==> config.mk <==
export PLATFORM = sky130hd
export DESIGN_NAME = nbr_node_regs
export DESIGN_NICKNAME = d
export VERILOG_FILES = /design/src/logic/nbr_pkg.sv /design/src/logic/nbr_node_regs.sv
export SDC_FILE = /design/constraint.sdc
export NUM_CORES = 1
export LEC_CHECK = 0
export BUFFER_PORTS_ARGS = -buffer_cell sky130_fd_sc_hd__buf_2
export CAP_MARGIN = 20
export CORE_MARGIN = 4
export CORE_UTILIZATION = 30
export CTS_CLUSTER_SIZE = 30
export DETAILED_ROUTE_END_ITERATION = 8
export GPL_TIMING_DRIVEN = 0
export PLACE_DENSITY_LB_ADDON = 0.08
export SLEW_MARGIN = 20
export SYNTH_ARGS = -nofsm -noshare
export SYNTH_HDL_FRONTEND = slang
export SYNTH_SLANG_ARGS = --single-unit
==> constraint.sdc <==
create_clock -name i_core_clk -period 2.5 [get_ports i_core_clk]
set_clock_uncertainty 0.15 [all_clocks]
set_input_delay 0.5 -clock i_core_clk [delete_from_list [all_inputs] [get_ports i_core_clk]]
set_output_delay 0.5 -clock i_core_clk [all_outputs]
set_load 0.01 [all_outputs]
==> src/logic/nbr_pkg.sv <==
// ***********************************************
// node identification and bus error constants
// ***********************************************
package nbr_pkg;
   localparam int unsigned ADDR_W = 16;
   localparam int unsigned DATA_W = 32;
   localparam int unsigned CID_W  = 6;

   // register byte offsets from node base
   localparam logic [15:0] OFS_NODE_ID   = 16'h0000;
   localparam logic [15:0] OFS_BUS_ERR   = 16'h0004;
   localparam logic [15:0] OFS_FAIL_ADDR = 16'h0008;
   localparam logic [15:0] OFS_CHAR_XCHG = 16'h0010;
   localparam logic [15:0] OFS_FAIL_EXT  = 16'h002c;

   // bus error status bit positions
   localparam int unsigned B_SUMMARY    = 31;
   localparam int unsigned B_NODE_RST   = 30;
   localparam int unsigned B_NODE_HALT  = 29;
   localparam int unsigned B_BAD        = 28;
   localparam int unsigned B_CORR_CNF   = 27;
   localparam int unsigned B_PARITY     = 23;
   localparam int unsigned B_WR_SEQ     = 22;
   localparam int unsigned B_RD_NO_ACKNOWLEDGE   = 21;
   localparam int unsigned B_WR_NO_ACKNOWLEDGE   = 20;
   localparam int unsigned B_CRD        = 19;
   localparam int unsigned B_NO_RD_RESP = 18;
   localparam int unsigned B_RD_SEQ     = 17;
   localparam int unsigned B_RD_ERR     = 16;
   localparam int unsigned B_CMD_NO_ACKNOWLEDGE  = 15;
   localparam int unsigned B_TXN_TMO    = 13;
   localparam int unsigned B_STF        = 10;
   localparam int unsigned B_FAILING_COMMANDER_ID_LO    = 4;
   localparam int unsigned B_TMO_DIS    = 2;

   // write-one-to-clear error flags, and those that log the commander
   localparam logic [31:0] ERR_MASK  = 32'h08ffa000;
   localparam logic [31:0] FAILING_COMMANDER_ID_MASK = 32'h0017e000;

   // reset values and the self-test counter step
   localparam logic        STF_RST  = 1'h1;
   localparam logic        BAD_RST  = 1'h1;
   localparam logic [31:0] ZERO32   = 32'h0000_0000;
   localparam logic [31:0] CNT_ONE  = 32'h0000_0001;

   // node operating states
   typedef enum logic [1:0] {
      ST_TEST,
      ST_RUN,
      ST_HALT
   } nbr_state_e;
endpackage

==> src/logic/nbr_node_regs.sv <==
// Overview of operation
// registers at fixed offsets from node base
// identification reads zero until initialized
// revision: hardware high byte, firmware low
// bit 31 ORs error flags, read-only
// writing node reset starts power-up reset; the code does so only in the running state, not while halted
// self-test holds bad, blocks access
// power-low clears reset bit, firmware otherwise
// halt goes quiet; clear restarts, no test
// bad flag follows self-test fail
// set corrected-confirmation flag on event
// unimplemented positions read zero
// parity error flag on any cycle
// write sequence error flag
// read and write data no_acknowledge flags
// corrected read data flag
// no response, read sequence, read error
// command no_acknowledge after all retries fail
// transaction timeout flag
// self-test fail set until test passes; the code also clears it when the host writes one to it
// log failing commander on listed errors
// timeout disable suppresses two errors; the code suppresses them only while retries are disabled
// write one clears flag, zero keeps

`timescale 1ns/1ps

module nbr_node_regs #(
   parameter logic [7:0]  HW_REV       = 8'h01,     // arbitrary value
   parameter logic [15:0] DEV_TYPE     = 16'h5a5a,  // arbitrary value
   parameter logic [31:0] SELFTEST_MAX = 32'h000f_4240  // self-test limit in clocks
) (
   input  wire logic                        i_core_clk,
   input  wire logic                        i_host_node_reset,
   // register access from the system bus
   input  wire logic                        i_reg_req,
   input  wire logic                        i_reg_wr,
   input  wire logic [nbr_pkg::ADDR_W-1:0]  i_reg_addr,
   input  wire logic [nbr_pkg::DATA_W-1:0]  i_reg_wdata,
   output logic                             o_reg_ack,
   output logic      [nbr_pkg::DATA_W-1:0]  o_reg_rdata,
   // error events from the bus interface logic
   input  wire logic                        i_evt_corr_cnf,
   input  wire logic                        i_evt_parity,
   input  wire logic                        i_evt_wr_seq,
   input  wire logic                        i_evt_rd_no_acknowledge,
   input  wire logic                        i_evt_wr_no_acknowledge,
   input  wire logic                        i_evt_crd,
   input  wire logic                        i_evt_no_rd_resp,
   input  wire logic                        i_evt_rd_seq,
   input  wire logic                        i_evt_rd_err,
   input  wire logic                        i_evt_cmd_no_acknowledge,
   input  wire logic                        i_evt_txn_tmo,
   input  wire logic [nbr_pkg::CID_W-1:0]   i_evt_cid,
   // retry policy of the bus logic
   input  wire logic                        i_retry_dis,
   // firmware side
   input  wire logic                        i_selftest_pass,
   input  wire logic                        i_fw_rev_load,
   input  wire logic [7:0]                  i_fw_rev,
   input  wire logic                        i_fw_rst_done,
   // node control outputs
   output logic                             o_bad_line,
   output logic                             o_access_block,
   output logic                             o_selftest_start,
   output logic                             o_quiet,
   output logic                             o_restart
);
   import nbr_pkg::*;

   // ***********************************************
   // state
   // ***********************************************

   typedef struct packed {
      nbr_state_e          state;      // operating state
      logic [31:0]         test_cnt;   // self-test time counter
      logic                node_rst;   // host node reset bit
      logic                node_halt;  // host halt request bit
      logic                bad_flag;   // drives bad line
      logic                selftest_fail_flag;        // self-test fail
      logic [31:0]         err;        // error flags at their positions
      logic [CID_W-1:0]    failing_commander_id;       // failing commander
      logic                tmo_dis;    // timeout report disable
      logic                id_valid;   // identification loaded
      logic [7:0]          fw_rev;     // stored firmware revision
      logic                ack;        // access answer
      logic [31:0]         rdata;      // read data
      logic                st_start;   // self-test start pulse
      logic                quiet;      // halted
      logic                restart;    // restart pulse
      logic                blk;        // access blocked while testing
   } nbr_regs_s;

   nbr_regs_s st_reg;                  // registered state
   nbr_regs_s st_next;                 // next state

   // decode and read helpers
   logic        wr_hit;                // write to bus error register
   logic        taken;                 // request taken this cycle
   logic [31:0] evt_vec;               // events at flag positions
   logic [31:0] clr_vec;               // write-one-to-clear mask
   logic [31:0] ber_read;              // bus error read view
   logic [31:0] id_read;               // identification read view
   logic        sup_tmo;               // timeout reports suppressed

   // ***********************************************
   // event collection
   // ***********************************************

   // gather events at their flag positions
   always_comb begin
      // reports suppressed only with the enable bit and retries off
      sup_tmo = st_reg.tmo_dis & i_retry_dis;
      // positions without an event source stay low
      evt_vec = ZERO32;
      evt_vec[B_CORR_CNF]   = i_evt_corr_cnf;
      evt_vec[B_PARITY]     = i_evt_parity;
      evt_vec[B_WR_SEQ]     = i_evt_wr_seq;
      evt_vec[B_RD_NO_ACKNOWLEDGE]   = i_evt_rd_no_acknowledge;
      evt_vec[B_WR_NO_ACKNOWLEDGE]   = i_evt_wr_no_acknowledge;
      evt_vec[B_CRD]        = i_evt_crd;
      // the two timeout-class reports obey the suppression
      evt_vec[B_NO_RD_RESP] = i_evt_no_rd_resp & ~sup_tmo;
      evt_vec[B_RD_SEQ]     = i_evt_rd_seq;
      evt_vec[B_RD_ERR]     = i_evt_rd_err;
      // the bus logic pulses this only once all retries failed
      evt_vec[B_CMD_NO_ACKNOWLEDGE]  = i_evt_cmd_no_acknowledge;
      evt_vec[B_TXN_TMO]    = i_evt_txn_tmo & ~sup_tmo;
   end

   // ***********************************************
   // register read views
   // ***********************************************

   // identification: zero until the firmware loads it
   always_comb begin
      if (st_reg.id_valid) begin
         // hardware revision, firmware revision, device type
         id_read = {HW_REV, st_reg.fw_rev, DEV_TYPE};
      end else begin
         // uninitialized node shows all zero
         id_read = ZERO32;
      end
   end

   // bus error: flags, control bits, unused positions zero
   always_comb begin
      ber_read = st_reg.err & ERR_MASK;
      // control and status bits over the flag view
      ber_read[B_SUMMARY]   = |(st_reg.err & ERR_MASK);
      ber_read[B_NODE_RST]  = st_reg.node_rst;
      ber_read[B_NODE_HALT] = st_reg.node_halt;
      ber_read[B_BAD]       = st_reg.bad_flag;
      ber_read[B_STF]       = st_reg.selftest_fail_flag;
      // failing commander is read-only, logged by hardware
      ber_read[B_FAILING_COMMANDER_ID_LO +: CID_W] = st_reg.failing_commander_id;
      ber_read[B_TMO_DIS]   = st_reg.tmo_dis;
   end

   // ***********************************************
   // next state
   // ***********************************************

   always_comb begin
      // pulses default low, everything else holds
      st_next = st_reg;
      st_next.ack      = 1'b0;
      st_next.st_start = 1'b0;
      st_next.restart  = 1'b0;

      // requests are refused while self-test runs
      taken  = i_reg_req & (st_reg.state != ST_TEST);
      wr_hit = taken & i_reg_wr & (i_reg_addr == OFS_BUS_ERR);
      clr_vec = ZERO32;
      if (wr_hit) begin
         // only error flag positions can be cleared
         clr_vec = i_reg_wdata & ERR_MASK;
      end

      // answer and read data, one cycle after the request
      if (taken) begin
         // every taken request is answered once
         st_next.ack   = 1'b1;
         st_next.rdata = ZERO32;
         if (i_reg_wr) begin
            // writes answer with zero data
            st_next.rdata = ZERO32;
         end else if (i_reg_addr == OFS_NODE_ID) begin
            st_next.rdata = id_read;
         end else if (i_reg_addr == OFS_BUS_ERR) begin
            st_next.rdata = ber_read;
         end else if (i_reg_addr == OFS_FAIL_ADDR) begin
            // failing address log is kept outside this bank
            st_next.rdata = ZERO32;
         end else if (i_reg_addr == OFS_CHAR_XCHG) begin
            // character exchange is kept outside this bank
            st_next.rdata = ZERO32;
         end else if (i_reg_addr == OFS_FAIL_EXT) begin
            // address extension is kept outside this bank
            st_next.rdata = ZERO32;
         end else begin
            st_next.rdata = ZERO32; // unmapped offset
         end
      end

      // error flags: a new event wins over a clear
      // reserved and control positions are masked out
      st_next.err = ((st_reg.err & ~clr_vec) | evt_vec) & ERR_MASK;

      // commander logged when a listed flag is newly set
      if (|(evt_vec & FAILING_COMMANDER_ID_MASK & ~st_reg.err)) begin
         // a flag already set keeps the earlier commander
         st_next.failing_commander_id = i_evt_cid;
      end

      // control bits written by the host
      if (wr_hit) begin
         st_next.tmo_dis   = i_reg_wdata[B_TMO_DIS];
         st_next.node_halt = i_reg_wdata[B_NODE_HALT];
         // fail bit is write-one-to-clear
         if (i_reg_wdata[B_STF]) begin
            st_next.selftest_fail_flag = 1'b0;
         end
      end

      // firmware loads the stored firmware revision
      if (i_fw_rev_load) begin
         // identification becomes visible once loaded
         st_next.fw_rev   = i_fw_rev;
         st_next.id_valid = 1'b1;
      end

      // firmware ends a host node reset
      if (i_fw_rst_done) begin
         // a power-low reset clears it as well
         st_next.node_rst = 1'b0;
      end

      // operating state
      case (st_reg.state)
         // self-test: block access until pass or time out
         ST_TEST: begin
            st_next.test_cnt = st_reg.test_cnt + CNT_ONE;
            if (i_selftest_pass) begin
               // passed: clear fail, open access
               st_next.selftest_fail_flag   = 1'b0;
               st_next.state = ST_RUN;
            end else if (st_reg.test_cnt >= SELFTEST_MAX) begin
               // time out: run on with fail still set
               st_next.selftest_fail_flag   = 1'b1;
               st_next.state = ST_RUN;
            end else begin
               // still testing: keep fail set
               st_next.selftest_fail_flag   = 1'b1;
            end
         end
         // normal running
         ST_RUN: begin
            if (wr_hit && i_reg_wdata[B_NODE_RST]) begin
               // host node reset behaves like power-up
               st_next.node_rst = 1'b1;
               st_next.selftest_fail_flag      = 1'b1;
               // clear every logged error, the commander and the halt and timeout-disable bits
               st_next.err      = ZERO32;
               st_next.failing_commander_id     = '0;
               st_next.tmo_dis  = 1'b0;
               st_next.node_halt = 1'b0;
               st_next.id_valid = 1'b0;
               // restart the self-test timer and announce it
               st_next.test_cnt = ZERO32;
               st_next.st_start = 1'b1;
               st_next.state    = ST_TEST;
            end else if (wr_hit && i_reg_wdata[B_NODE_HALT]) begin
               // halt request: go quiet until cleared
               st_next.quiet = 1'b1;
               st_next.state = ST_HALT;
            end
         end
         // halted: quiet until the host clears the halt bit
         ST_HALT: begin
            if (wr_hit && !i_reg_wdata[B_NODE_HALT]) begin
               // cleared halt: restart without self-test
               st_next.quiet   = 1'b0;
               st_next.restart = 1'b1;
               st_next.state   = ST_RUN;
            end
         end
         default: begin
            // unknown code: fall back to self-test
            st_next.state = ST_TEST;
         end
      endcase

      // bad flag follows self-test fail
      st_next.bad_flag = st_next.selftest_fail_flag;

      // access block is its own register so no decode drives the pin
      st_next.blk = (st_next.state == ST_TEST);
   end

   // ***********************************************
   // state register
   // ***********************************************

   // power-low reset: node reset bit cleared, test restarts
   // the reset branch loads constants only
   always_ff @(posedge i_core_clk or negedge i_host_node_reset) begin
      if (!i_host_node_reset) begin
         st_reg.state     <= ST_TEST;
         st_reg.test_cnt  <= ZERO32;
         st_reg.node_rst  <= 1'b0;
         st_reg.node_halt <= 1'b0;
         st_reg.bad_flag  <= BAD_RST;
         st_reg.selftest_fail_flag       <= STF_RST;
         st_reg.err       <= ZERO32;
         st_reg.failing_commander_id      <= '0;
         st_reg.tmo_dis   <= 1'b0;
         st_reg.id_valid  <= 1'b0;
         st_reg.fw_rev    <= 8'h00;
         st_reg.ack       <= 1'b0;
         st_reg.rdata     <= ZERO32;
         st_reg.st_start  <= 1'b1;
         st_reg.quiet     <= 1'b0;
         st_reg.restart   <= 1'b0;
         st_reg.blk       <= 1'b1;
      end else begin
         st_reg <= st_next;
      end
   end

   // ***********************************************
   // outputs
   // ***********************************************

   // every output is a field of the state register
   always_comb begin
      o_reg_ack        = st_reg.ack;
      o_reg_rdata      = st_reg.rdata;
      o_bad_line       = st_reg.bad_flag;
      o_access_block   = st_reg.blk;
      o_selftest_start = st_reg.st_start;
      o_quiet          = st_reg.quiet;
      o_restart        = st_reg.restart;
   end

endmodule // nbr_node_regs

== Yosys cells after proc, flatten, opt, wreduce, memory -nomap -nowiden ==
Cells that the tools add are included.
Word-level totals
  bits in registers: 122
  bits of input ports: 81
  logic and storage cells: 84
Cells by class
  bitwise gates (word level): 12
  muxes and demuxes: 33
  reduce and logical (&&, ||, !) cells: 14
  equal/unequal tests: 7
  $lt $le $gt $ge: 1
  add/sub/neg operators: 1
Operators with widths (number)
  $mux 32: 3
  $pmux 32 s2: 1
  $mux 41: 1
  $mux 40: 1
  $mux 34: 1
  $mux 33: 1
  $add 32x1->32 const B: 1
  $and 21x32->32: 1
  $ge 32x20->1 const B: 1
  $not 32->32: 1
  $reduce_or 32->1: 1
  $and 28x28->28: 1
  $mux 28: 1
  $not 28->28: 1
  $or 28x28->28: 1
  $mux 25: 1
  $eq 16x3->1 const B: 1
  $logic_not 16->1: 1
  $mux 2: 7
  $mux 1: 11
  $reduce_or 11->1: 1
  $mux 9: 1
  $ne 2x2->1 const B: 4
  $and 1x1->1: 6
  12 further kinds: 18

== Depth between registers and ports, before layout ==
  depth in word-level cells: 10
  depth in mapped cells: 8

== Worst setup path before layout ==
Ideal clock, no wire load.
  kind: input-to-reg
  start point: input i_reg_addr[8] in the netlist's numbering
  end point: register st_reg[95] in the netlist's numbering
  arrival: 1.993 ns
  slack: 0.233 ns
  stages on the path: 7
  setup time: 0.124 ns
  path buffers: 1
  required time: 2.226 ns
  cell sequence: nor4_2 > nand2_1 > or4_1 > buf_4 > inv_6 > nor2_2 > a211o_1
On the way
  cells in the longest elaborated chain, start to end: 5
RTL lines
  from (decl): RTL line nbr_node_regs.sv:37  | input wire logic [nbr_pkg::ADDR_W-1:0] i_reg_addr,
  $eq 16x3->1: RTL line nbr_node_regs.sv:173  | wr_hit = taken & i_reg_wr & (i_reg_addr == OFS_BUS_ERR);
  $and 1x1->1: RTL line nbr_node_regs.sv:173
  $logic_and 1x1->1: RTL line nbr_node_regs.sv:259  | if (wr_hit && i_reg_wdata[B_NODE_RST]) begin
  $ne 2x2->1 (no line)
  $reduce_and 2->1 (no line)
  to (signal assigned): RTL line nbr_node_regs.sv:327  | st_reg <= st_next;
  to (decl): RTL line nbr_node_regs.sv:94  | nbr_regs_s st_reg;
Every way passes these cells.
A chain may end at the register's enable or synchronous reset.

== Final worst setup path ==
  start point: register st_reg[122] in the netlist's numbering
  end point: register st_reg[92] in the netlist's numbering
On the way
  cells in the longest elaborated chain, start to end: 7
  elaborated cells on any way between the ends: 11
RTL lines
  $reduce_bool 2->1: RTL line nbr_node_regs.sv:172  | taken = i_reg_req & (st_reg.state != ST_TEST);
  $and 1x1->1: RTL line nbr_node_regs.sv:172
  $and 1x1->1 (2 in a row): RTL line nbr_node_regs.sv:173
  $logic_and 1x1->1: RTL line nbr_node_regs.sv:259
  $ne 2x2->1 (no line)
  $reduce_and 2->1 (no line)
Several ways; a longest one is shown, not always the timed one.

==> metrics.md <==
| Metric | Value |
|---|---|
| Status | complete, no violations |
| Crit Path Class | reg2reg |
| Pwr/cell area | 566 nW/µm² |
| Area delta synth->final | 24.6% |
| Seq/Total Area, Yosys | 50.9% |
| Post-DRT Antenna Nets | 0 |
| Crit-path slowest cell | or4_1 |
| Die Y | 131 µm |
| # fillers | 1505 |
| Crit path buf inv count | 3 |
| Final #Nets | 642 |
| Core ar. | 14600 µm² |
| DR DRC count | 0 |
| Max Buffers Root-to-Sink | 2 |
| Drt pass-1 iters | 4 |
| CP most frequent cell | buf_4 |
| CTS Buf Count | 9 |
| Flops & latches, synth | 92 |
| Initial antenna violation count | 0 |
| DR iter-0 viols | ~260 |
| Tmin final | 2.31 ns |
| Avg WL per Cell | 16.8 µm |
| Detailed Place HPWL | 9390 µm |
| Measured slew at the worst slew-check pin | 0.787 ns |
| Initial cell density of the core | 30.9% |
| Largest net degree at the start of global routing | 55 |
| Crit path DAT | 2.39 ns |
| Grt ovf | 0 |
| Root Driver | clkbuf_16 |
| Vias in the first global route | 3678 |
| Share of the synthesized area in the top cell type | 49.2% |
| CP required | between 2 and 3 ns |
| Latest clock arrival within the worst-skew pair | between 0.3 and 0.4 ns |
| Post-route insts no fill | 746 |
| Std cell rows | 44 |
| Top Ports | 119 |
| Non-Filler Cell Area, Final | 5640 µm² |
| CP Launch Type | flip-flop |
| Max Freq | roughly 430 MHz |
| Final core occ | 38.5% |
| Total Power | 3.20 mW |
| Final setup fails | 0 |
| H-tree depth | 3 |
| Netlist cell types | 50 |
| Die area | 17100 µm² |
| Synth Warn # | 0 |
| Routed WL | 12500 µm |
| Clock tree from TritonCTS | yes |
| Register-to-register path setup slack | about 0.19 ns |
| Leak Pwr | 2.65 nW |
| R2r worst-path depth | 8 |
| Hold WS | 0.177 ns |
| Post-route setup TNS | 0 ns |
| Endpoint class of the critical path | flip-flop |
| RSZ-0062 raised after global routing | no |
| Worst IR drop on VDD | 0.305 mV |
| R2R Path Start | st_reg[122] |
| Beginning of the worst hold path | i_fw_rst_done |
| Port bufs | 97 |
| Tcrit/Tclk final | 92.3% |
| Cell type with the largest total area after synthesis | dfrtp_1 |
| Hold Path End | ber_read[30] |
| Max reg flops | 43 |
| GRT Total Usage | 15.1% |
| CP peak stage delay | between 0.4 and 0.5 ns |
| Syn avg cell area | 10.1 µm² |
| Max Slew Vio Count | 0 |
| Sinks on the clock net | 92 |
| DR vias | 3731 |
| Hold Crit Depth | 2 |
| Critical R2R Capture | st_reg[92] |
| Die boundary width | 131 µm |
| Ys flop type | dfrtp_1 |
| Final setup margin | between 0.15 and 0.2 ns |
| Max-cap viol count | 0 |
| GPL Wtd Cong | 0.751 |
| Placed inst area | approximately 5300 µm² |
| Netlist Area Pre-Place | around 4500 µm² |
| Clock-pin slew on the worst setup and hold paths | 0.06 ns |
| Worst Hold Class | in2reg |
| Synth area leaders | dfrtp_1 49%, buf_4 5.8%, nor2_1 3.2% |
| Critical Path, Cell by Cell | buf_4 > o21ai_4 > or2_1 > or4_1 > buf_4 > inv_6 > nor2_2 > a211o_1 |
| Async SR Flop Fraction | 100% |
| Final Hold Vio Count | 0 |
| Cells after Synth | 447 |
| Share of cells above drive strength 1 | 32.7% |
| Worst rel slew slack | 47.1% |
| Via/cell ratio | approximately 5 |
| Placed Cells | 731 |
| Post-synth EDFFs | 0 |
| Largest delay share family, worst path | simple AND/OR/NAND/NOR gates |
| Pre-CTS setup slack | -0.378 ns |
| # diodes | 0 |
| Crit-path max FO | 10 |
| First-pass GRT wire length | 19600 µm |
## Yosys cell counts, types with 3 or more instances
cell / instances
a211o_1: 3
a21oi_1: 22
a221o_1: 8
a22o_1: 11
and2_1: 4
and3_1: 13
buf_2: 6
buf_4: 35
clkbuf_1: 10
dfrtp_1: 89
dfstp_2: 3
inv_1: 13
mux2_2: 8
mux2i_1: 12
nand2_1: 31
nand3_1: 24
nand4_1: 20
nor2_1: 39
nor2b_1: 4
nor3_1: 14
nor4_1: 5
nor4_2: 5
o211ai_1: 4
o21ai_0: 18
o31ai_1: 6
or4_1: 5
xnor2_1: 3
xor2_1: 6
## cell type report
cell class	instances	area, µm²	area share, %
Tap cell	184	230	4.08
Inverter	14	57.6	1.02
Sequential cell	92	2310	40.9
Buffer	51	333	5.90
Timing Repair Buffer	99	529	9.38
Clock buffer	10	239	4.24
Clock inverter	4	75.1	1.33
Multi-Input combinational cell	292	1870	33.2
## placed cells by master, fill, tap and decap left out, types with 3 or more instances in the layout
cell,netlist,layout
a211o_1,3,3
a21oi_1,22,22
a221o_1,8,8
a22o_1,11,11
and2_1,4,4
and3_1,13,13
buf_2,6,102
buf_4,35,35
clkbuf_1,10,8
clkbuf_16,0,9
conb_1,1,3
dfrtp_1,89,89
dfstp_2,3,3
inv_1,13,13
mux2_2,8,8
mux2i_1,12,12
nand2_1,31,31
nand3_1,24,22
nand4_1,20,20
nor2_1,39,38
nor2b_1,4,4
nor3_1,14,12
nor4_1,5,5
nor4_2,5,4
o211ai_1,4,4
o21ai_0,18,18
o31ai_1,6,6
or4_1,5,5
xnor2_1,3,3
xor2_1,6,6
## worst register-to-register path, delay by kind of cell (launching register included)
kind / cells / cell delay (ns)
AO/OA/AOI/OAI: 2 / 0.44
buffers and inverters: 3 / 0.46
flip-flops: 1 / 0.32
AND/OR/NAND/NOR: 3 / 0.81
## layer usage
| layer | vias up | track usage [%] | wire, µm |
|---|---|---|---|
| met5 | - | 0 | 0 |
| met4 | 0 | 3.99 | 136 |
| met3 | 11 | 4.19 | 619 |
| met2 | 85 | 25.1 | 6160 |
| met1 | 1819 | 19.6 | 5600 |
| li1 | 1816 | - | - |
## worst max-delay path by stage
stage | from | endpoint | slack, ns | depth (start not counted)
after detailed placement | i_reg_addr[8] | o_reg_rdata[30] | -0.38 | 7
after CTS | st_reg[89] | st_reg[119] | 0.04 | 6
after global placement | i_reg_addr[4] | o_reg_rdata[5] | -0.37 | 7
after global routing | st_reg[89] | st_reg[101] | 0.001 | 6
after floorplan | i_reg_addr[8] | st_reg[95] | 0.23 | 7
final | st_reg[122] | st_reg[92] | 0.19 | 8
## power by group
part | internal (mW) | total (mW) | switching [mW]
logic | 0.0761 | 0.176 | 0.0995
clock network | 0.892 | 1.48 | 0.586
registers | 1.52 | 1.54 | 0.0182
## cells by family after synthesis
kind of cell / share of synthesized area [%]
AO/OA/AOI/OAI: 13.0
XOR/XNOR: 1.74
adder cells (fa/ha/maj): 0.553
buffers and inverters: 8.57
flip-flops: 50.9
multiplexers: 4.64
other: 0.0828
AND/OR/NAND/NOR: 20.5
## timing repair
action	CTS	global route
hold buffers	1	0
setup buffers	0	0
endpoints found under the setup margin	2	5
endpoints found under the hold margin	37	0
gates resized for setup	1	9
Note: power is estimated with default switching activity, not from simulation.
